File: config.mk
export PLATFORM = sky130hd
export DESIGN_NAME = tog_output_gate
export DESIGN_NICKNAME = d
export VERILOG_FILES = /design/src/hdl/tog_pkg.sv /design/src/hdl/tog_delay_count.sv /design/src/hdl/tog_output_gate.sv
export SDC_FILE = /design/constraint.sdc
export NUM_CORES = 1
export LEC_CHECK = 0
export BUFFER_PORTS_ARGS = -buffer_cell sky130_fd_sc_hd__buf_2
export CORE_ASPECT_RATIO = 0.7
export CORE_UTILIZATION = 45
export DETAILED_ROUTE_END_ITERATION = 10
export HOLD_SLACK_MARGIN = 0.06
export PLACE_DENSITY_LB_ADDON = 0.08
export SYNTH_ARGS = -nofsm -noshare
export SYNTH_HDL_FRONTEND = slang
export SYNTH_SLANG_ARGS = --single-unit
File: constraint.sdc
create_clock -name clk -period 5.02 [get_ports clk]
set_clock_uncertainty 0.15 [all_clocks]
set_input_delay 0.502 -clock clk [delete_from_list [all_inputs] [get_ports clk]]
set_output_delay 0.502 -clock clk [all_outputs]
set_load 0.005 [all_outputs]
File: src/hdl/tog_pkg.sv
// Constants and types shared by the output gating block
package tog_pkg;

	// Delays in converter clock cycles from an input edge to start or mute
	localparam int unsigned TOG_DLY_PLAIN   = 93;
	localparam int unsigned TOG_DLY_SOFT    = 133;
	// Least legal pulse widths on the gate input, in cycles
	localparam int unsigned TOG_PW_QUICK    = 20;
	localparam int unsigned TOG_PW_SLOW     = 102;
	// Counter width covering every figure above
	localparam int unsigned TOG_CNT_W       = 8;

	// Gate states, Gray coded along idle -> wait on -> on -> wait off
	typedef enum logic [1:0] {
		TOG_MUTED    = 2'h0,
		TOG_STARTING = 2'h1,
		TOG_ACTIVE   = 2'h3,
		TOG_MUTING   = 2'h2
	} tog_state_t;

endpackage

File: src/hdl/tog_delay_count.sv
// Loadable down counter that flags when a programmed delay has elapsed
`timescale 1ns/10ps
module tog_delay_count #(
	parameter int unsigned WIDTH = 8
) (
	// Clock and reset
	input  wire logic             clk,
	input  wire logic             reset,
	// Control
	input  wire logic             load,
	input  wire logic [WIDTH-1:0] load_value,
	// Status
	output logic                  done
);

	logic [WIDTH-1:0] count_q;

	// Load wins over counting so a fresh edge always restarts the delay
	always_ff @(posedge clk) begin
		if (reset) begin
			count_q <= '0;
		end else if (load) begin
			count_q <= load_value;
		end else if (count_q != '0) begin
			count_q <= count_q - 1'b1;
		end
	end

	// Done in the cycle the count reaches one, so a load of N ends N cycles later
	assign done = (count_q == {{(WIDTH-1){1'b0}}, 1'b1}) && !load;

endmodule

File: src/hdl/tog_output_gate.sv
// Transmit enable output gating: edge to start and edge to mute timing
`timescale 1ns/10ps
// Operation
// - Quick enable: output starts 93 cycles after rise, 133 with soft transition.
// - Slow enable: start waits for link ready plus digital path latency.
// - Output mutes 93 cycles after fall, 133 with soft transition.
// - Quick enable may ignore too-short pulses, leaving output unchanged.
module tog_output_gate
	import tog_pkg::*;
#(
	parameter int unsigned CNT_W    = TOG_CNT_W,
	parameter int unsigned DLY_PLAIN = TOG_DLY_PLAIN,
	parameter int unsigned DLY_SOFT  = TOG_DLY_SOFT,
	parameter int unsigned PW_QUICK  = TOG_PW_QUICK
) (
	// Clock and reset
	input  wire logic             clk,
	input  wire logic             reset,
	// Configuration selections
	input  wire logic             quick_enable,
	input  wire logic             soft_transition,
	// Host gate input
	input  wire logic             output_gate_input,
	// Slow path: link up and the digital path latency in cycles
	input  wire logic             link_ready,
	input  wire logic [CNT_W-1:0] digital_path_latency,
	// Status
	output logic                  output_on,
	output logic                  pulse_ignored
);

	// Delay line geometry: the filter spends the first PW_QUICK cycles of every delay,
	// the line supplies the rest, and the output flop adds the final cycle
	localparam int unsigned LINE_N    = DLY_SOFT - PW_QUICK + 1;
	localparam int unsigned TAP_PLAIN = DLY_PLAIN - PW_QUICK - 1;
	localparam int unsigned TAP_SOFT  = DLY_SOFT - PW_QUICK - 1;

	tog_state_t        state_q;
	logic              gate_q;
	logic              rise;
	logic              fall;
	logic [CNT_W-1:0]  width_q;
	logic              accept;
	logic              held_q;
	logic [LINE_N-1:0] line_q;
	logic              tap;
	logic              tap_prev;
	logic              tap_fall;
	logic              short_end;
	logic              load;
	logic [CNT_W-1:0]  load_value;
	logic              done;
	logic              slow_wait_q;
	logic              on_q;
	logic              ign_q;

	// Edge detect on the gate input, taken as synchronous to clk
	always_ff @(posedge clk) begin
		if (reset) begin
			gate_q <= 1'b0;
		end else begin
			gate_q <= output_gate_input;
		end
	end
	assign rise = output_gate_input && !gate_q;
	assign fall = !output_gate_input && gate_q;

	// Cycles the input has held its present level, saturating at the quick minimum
	always_ff @(posedge clk) begin
		if (reset) begin
			width_q <= '0;
		end else if (rise || fall) begin
			width_q <= CNT_W'(1);
		end else if (width_q < CNT_W'(PW_QUICK)) begin
			width_q <= width_q + 1'b1;
		end
	end

	// A level is accepted once it has stood for the quick minimum; a shorter pulse
	// never reaches the filtered copy, so in quick mode the output cannot see it at all
	assign accept = !rise && !fall && (width_q == CNT_W'(PW_QUICK - 1));

	// Filtered copy of the gate input; legal slow pulses are far longer than the
	// filter, so slow mode uses the same copy for its mute timing
	always_ff @(posedge clk) begin
		if (reset) begin
			held_q <= 1'b0;
		end else if (accept) begin
			held_q <= output_gate_input;
		end
	end

	// Delay line of the filtered level. Pulses may be as short as the quick minimum
	// while the delay is several times longer, so several edges can be in flight;
	// a single reloadable counter would lose all but the newest of them.
	always_ff @(posedge clk) begin
		if (reset) begin
			line_q <= '0;
		end else begin
			line_q <= {line_q[LINE_N-2:0], held_q};
		end
	end

	// Tap picked by the soft transition selection; the next older bit gives the edge
	assign tap      = soft_transition ? line_q[TAP_SOFT] : line_q[TAP_PLAIN];
	assign tap_prev = soft_transition ? line_q[TAP_SOFT + 1] : line_q[TAP_PLAIN + 1];
	assign tap_fall = tap_prev && !tap;

	// A quick pulse that ends before it was accepted is reported as dropped
	assign short_end = quick_enable && (rise || fall) && (gate_q != held_q)
		&& (width_q < CNT_W'(PW_QUICK));

	// Slow starts count the path latency once the link is up
	assign load       = (state_q == TOG_STARTING) && slow_wait_q && link_ready;
	assign load_value = digital_path_latency;

	// Counter serves slow starts only; quick timing comes from the delay line
	tog_delay_count #(
		.WIDTH(CNT_W)
	) u_delay (
		.clk        (clk),
		.reset      (reset),
		.load       (load),
		.load_value (load_value),
		.done       (done)
	);

	// Slow starts first wait for the link, then count the path latency
	always_ff @(posedge clk) begin
		if (reset) begin
			slow_wait_q <= 1'b0;
		end else if (rise && !quick_enable) begin
			slow_wait_q <= 1'b1;
		end else if (link_ready || fall) begin
			slow_wait_q <= 1'b0;
		end
	end

	// Slow gate state machine; quick mode leaves it idle in the muted state.
	// A slow mute ends on the delayed fall unless a new rise sends it back to starting, since every accepted pulse
	// travels down the line and its falling edge is bound to arrive.
	always_ff @(posedge clk) begin
		if (reset) begin
			state_q <= TOG_MUTED;
		end else begin
			case (state_q)
				TOG_MUTED: begin
					if (rise && !quick_enable) begin
						state_q <= TOG_STARTING;
					end
				end
				TOG_STARTING: begin
					if (fall) begin
						state_q <= TOG_MUTING;
					end else if (done && !slow_wait_q) begin
						state_q <= TOG_ACTIVE;
					end
				end
				TOG_ACTIVE: begin
					if (fall) begin
						state_q <= TOG_MUTING;
					end
				end
				TOG_MUTING: begin
					if (rise) begin
						state_q <= TOG_STARTING;
					end else if (tap_fall) begin
						state_q <= TOG_MUTED;
					end
				end
				default: begin
					state_q <= TOG_MUTED;
				end
			endcase
		end
	end

	// Output flag from a flop. Quick mode follows the delayed filtered level, so
	// muted holds until a start has travelled the full delay. In slow mode a new
	// start wins over an older delayed fall that lands in the same cycle.
	always_ff @(posedge clk) begin
		if (reset) begin
			on_q <= 1'b0;
		end else if (quick_enable) begin
			on_q <= tap;
		end else if (state_q == TOG_STARTING && done && !slow_wait_q && !fall) begin
			on_q <= 1'b1;
		end else if (tap_fall) begin
			on_q <= 1'b0;
		end
	end

	// One-cycle flag when a quick pulse was too short and was dropped
	always_ff @(posedge clk) begin
		if (reset) begin
			ign_q <= 1'b0;
		end else begin
			ign_q <= short_end;
		end
	end

	assign output_on     = on_q;
	assign pulse_ignored = ign_q;

endmodule

## Word-level counts from Yosys, hierarchy flattened

Cells that the tools add are included.

| operators by class | value |
|---|---|
| add/subtract/negate cells | 2 |
| order comparisons | 1 |
| equality and inequality tests | 10 |
| mux-type cells | 18 |
| reductions and logical operators | 34 |

Operators with widths:

| kind | number |
|---|---|
| $logic_and A1 B1 Y1 | 16 |
| $mux W8 | 2 |
| $mux W2 | 6 |
| $mux W1 | 9 |
| $add A8 B1 Y8 const B | 1 |
| $eq A8 B1 Y1 const B | 1 |
| $eq A8 B5 Y1 const B | 1 |
| $logic_not A1 Y1 | 8 |
| $lt A8 B5 Y1 const B | 1 |
| $pmux W2 S4 | 1 |
| $reduce_bool A8 Y1 | 1 |
| $sub A8 B1 Y8 const B | 1 |
| $reduce_bool A2 Y1 | 3 |
| $eq A2 B2 Y1 const B | 2 |
| $ne A2 B2 Y1 const B | 2 |
| $reduce_and A4 Y1 | 1 |
| $ne A3 B2 Y1 const B | 1 |
| $ne A3 B3 Y1 const B | 1 |
| $reduce_bool A3 Y1 | 1 |
| $eq A2 B1 Y1 const B | 1 |
| $logic_not A2 Y1 | 1 |
| $logic_or A1 B1 Y1 | 2 |
| $reduce_or A2 Y1 | 1 |
| $ne A1 B1 Y1 | 1 |

| word-level totals | value |
|---|---|
| flip-flop bits (word level) | 137 |
| output and inout bits | 2 |

## Logic depth before layout (Yosys ltp)

| depth | value |
|---|---|
| word-level depth | 10 |
| depth in mapped cells | 6 |

## Modules after synthesis

A second synthesis with hierarchy kept.

| second synthesis, totals | value |
|---|---|
| cells, all modules | 373 |
| area total of the unflattened synthesis | 4250.3 µm² |

Modules (own cells, without submodules):

| module | instances | cells an instance | area each (µm²) | seq. area each (µm²) |
|---|---|---|---|---|
| tog_output_gate | 1 | 315 | 3761.1 | 2582.5 |
| tog_delay_count | 1 | 58 | 489.2 | 160.2 |

## Worst setup path after synthesis

No wires, ideal clock.

| timing | value |
|---|---|
| path type | reg-to-reg |
| from | reg u_delay.count_q[0] |
| to | reg u_delay.count_q[4] |
| setup time | 0.088 ns |
| arrival | 1.369 ns |
| required time | 4.782 ns |
| path slack | 3.413 ns |
| stages on the path, launching flop included | 6 |
| buffers on the path | 0 |
| cells stage by stage | dfxtp_1 -> inv_1 -> ha_1 -> nor4b_4 -> or3_1 -> a311oi_2 |

| on the way | value |
|---|---|
| word-level cells in the longest chain between the ends | 3 |

RTL lines:

| element | line | source |
|---|---|---|
| start: declaration | tog_delay_count.sv:16 | `logic [WIDTH-1:0] count_q;` |
| start signal: assignment | tog_delay_count.sv:23 | `count_q <= load_value;` |
| start signal: assignment | tog_delay_count.sv:25 | `count_q <= count_q - 1'b1;` |
| $sub A8 B1 Y8 | tog_delay_count.sv:25 |  |
| $mux W8 | tog_delay_count.sv:24 | `end else if (count_q != '0) begin` |
| $mux W8 | tog_delay_count.sv:22 | `end else if (load) begin` |

Parallel ways exist; a longest one is shown, timed or not. The select of a mux whose other input is x is not followed.
A chain may end at the register's enable or synchronous reset.

## Worst setup path in the final report

| timing | value |
|---|---|
| from | reg state_q[0] |
| to | reg u_delay.count_q[2] |

| on the way | value |
|---|---|
| word-level cells in the longest chain between the ends | 4 |

RTL lines:

| element | line | source |
|---|---|---|
| start: declaration | tog_output_gate.sv:38 | `tog_state_t state_q;` |
| start signal: assignment | tog_output_gate.sv:144 | `state_q <= TOG_MUTED;` |
| start signal: assignment | tog_output_gate.sv:149 | `state_q <= TOG_STARTING;` |
| start signal: assignment | tog_output_gate.sv:154 | `state_q <= TOG_MUTING;` |
| $eq A2 B1 Y1 (*) | tog_output_gate.sv:114 | `assign load = (state_q == TOG_STARTING) && slow_wait_q && link_ready;` |
| $logic_and A1 B1 Y1 (*) (2 in series) | tog_output_gate.sv:114 |  |
| $mux W8 / $reduce_bool A2 Y1 (equally long branches) | - |  |

Every way passes the cells marked *; elsewhere a longest branch is shown, timed or not.

==> flow_summary.toml <==
[yosys]
synth_top_area_share_pct = 64.7
synth_area_leader_cell = "dfxtp_1"
yosysUniqueCellTypes = 38
synth_nets = 392
synth-edff-count = 0
seq_area_frac_synth_pct = 64.7
synthFlopType = "dfxtp_1"
yosysMostFrequentCell = "dfxtp_1"
syn_inst = 372
async_flop_share_pct = 0
synth_warnings = 0
syn_avg_cell_area_um2 = 11.4
synth_area_leaders = "dfxtp_1, nor2b_1, ha_1"
synth_area_mm2 = 0.00424
synth_common_cells = "dfxtp_1, nor2b_1, nor2_1, clkbuf_1, nand2_1"
ys_ff_latch = 137

[grt]
grt_overflow_total = 0
grt_pass1_vias = 2125
grt_first_pass_wirelength_um = 10300
grt_max_degree = 105
grt_antenna_before_repair = 0
grt_usage_pct = 13.7

[power_and_ir_drop]
power.leakage_nw = 2.00
peakVddDrop_uv = 278
p_per_area_mw_per_mm2 = 514

[floorplan]
dieArea_mm2 = 0.00982
io_pins = 16
die_h_um = 83.2
coreArea_mm2 = 0.00911
die_w_um = 118
rows = 29
start_util_pct = 46.5

[clock_network]
clock_sinks = 137
cts_tree = "done"
post_cts_buffers = 0
path_clk_slew_ns = 0.05
ctsHoldBuffers = 0
htree_levels = 4
clk_latency_ns = 0.40
cts_root_buf = "clkbuf_16"
clockBufferDepth = 2
cts_resized = 0
cts_buffers = 17

[drt]
route.top_layer_used = "met4"
wl_met3_um = 184
drc_errors = 0
drt-initial-drc-count = 118
ant_nets = 0
vias_per_cell = 4.38
routed_wl_um = 5990
dr.pass1.iters = 4
vias = 2318
wl_met1_um = 3470
wl_per_cell_um = 11.3
met2RoutedLength_um = 2250

[sta]
period_share_pct = 38.5
worst_slew_pin_slew_ns = 0.963
drv_slew = 0
slew_headroom_pct = 35.8
setup_tns_ns = 0
fin_ws_ns = 3.09
rsz0062_at_grt = "false"
layout_min_cycle_time_ns = 1.93
setup_viol = 0
hold_viol = 0
fmax_ghz = 0.517

[run]
maxCapViolCount = 0

[min_path]
hold_path_class = "input pin to flip-flop"

[setup_path]
path_class = "flip-flop to flip-flop"
critPathLaunchType = "flip-flop"
crit_path_end_kind = "flip-flop"
required_ns = 5.19
cp.arrival_ns = 2.11
crit_fanout = 15

[cells_and_area]
seq_area_mm2 = 0.00274
nets = 412
diodes = 0
drive_above_1_share_pct = 15.1
fillCellCount = 810
syn_to_final_growth_pct = 17.7
layoutNonFillerInstCount = 529
multi_input_area_mm2 = 0.00141

[place]
pre_cts_ws_ns = 2.69
numPortBuffers = 15
dp_cells = 497
gp_congestion = 0.730
dp_hpwl_um = 3370

[outcome]
status = "finished, final reports clean"
[worst paths after layout]
path | from | end | slack, ns | cells after the start
max | state_q[0] | u_delay.count_q[2] | 3.09 | 4
min | digital_path_latency[0] | u_delay.count_q[0] | 0.20 | 3
max reg2reg | state_q[0] | u_delay.count_q[2] | 3.09 | 4
min reg2reg | line_q[56] | line_q[57] | 0.28 | 1
[power breakdown]
group	internal, W	switching, W	total [W]
Sequential	0.00112	0.0000409	0.00116
Clock	0.000739	0.000434	0.00117
Combinational	0.000114	0.000125	0.000239
Total	0.00197	0.000600	0.00257
[logic make-up after synthesis]
kind of cell,after synthesis,synth area share (%)
flops,137,64.7
xor+xnor,8,1.65
buf+inv,22,2.04
compound gates,24,4.46
fa+ha+maj,6,1.77
simple gates,171,24.4
mux,4,1.00
[worst max-delay path, cell delays in order (launching register included)]
cell,delay [ns]
dfxtp_1,0.37
nor2b_2,0.23
nand3_1,0.50
a31o_2,0.45
a211oi_2,0.15
[flip-flops by register name (all words and copies together), names as in the netlist]
signal and cells:
pulse_ignored 1, gate_q 1, line_q 114, width_q 8
u_delay.count_q 8, state_q 2, slow_wait_q 1, held_q 1
output_on 1
[metal layers]
layer / global-route usage [%] / up-vias
li1: - / 1224
met1: 19.9 / 1068
met2: 16.6 / 18
met3: 6.04 / 8
met4: 6.99 / 0
met5: 0 / -
[cells in the final DEF, fill, tap and decap left out, types with 2 or more instances in the layout]
cell type / synthesis / final
mux2i_1: 2 / 2
a211oi_2: 4 / 4
mux2_2: 2 / 2
nor3_1: 2 / 2
dfxtp_1: 137 / 137
o21ai_0: 4 / 4
buf_2: 0 / 14
ha_1: 6 / 6
xnor2_1: 3 / 3
nand3_1: 6 / 6
and2_1: 4 / 4
nor2_1: 20 / 20
clkinvlp_4: 0 / 2
clkinv_2: 0 / 7
xor2_1: 5 / 5
nand2b_1: 2 / 2
nand2_1: 9 / 9
nor3_2: 2 / 2
inv_1: 7 / 7
buf_4: 1 / 2
and3_1: 4 / 4
bufinv_16: 0 / 2
clkbuf_16: 0 / 17
nor2b_1: 114 / 114
a21oi_1: 8 / 8
[area by class of cell]
class / count / area share, %
repair buffers: 16 / 1.71
clock inverters: 13 / 2.56
clock buffers: 19 / 8.88
inverters: 7 / 0.527
well taps: 124 / 3.11
multi-input cells: 213 / 28.3
flip-flops and latches: 137 / 55.0
[through the flow]
| step | instance area [um2] | total power, W | utilization (%) | hold WS, ns |
|---|---|---|---|---|
| finish | 4990 | 0.00257 | 54.8 | 0.203 |
| global route | 4990 | 0.00268 | 54.8 | 0.220 |
| CTS | 4990 | 0.00260 | 54.8 | 0.189 |
| detailed placement | 4420 | 0.00141 | 48.5 | 0.270 |
| global placement | 4420 | 0.00141 | 48.5 | 0.266 |
| floorplan | 4240 | 0.00137 | - | 0.264 |
No activity file was read; power rests on OpenSTA's default activity.
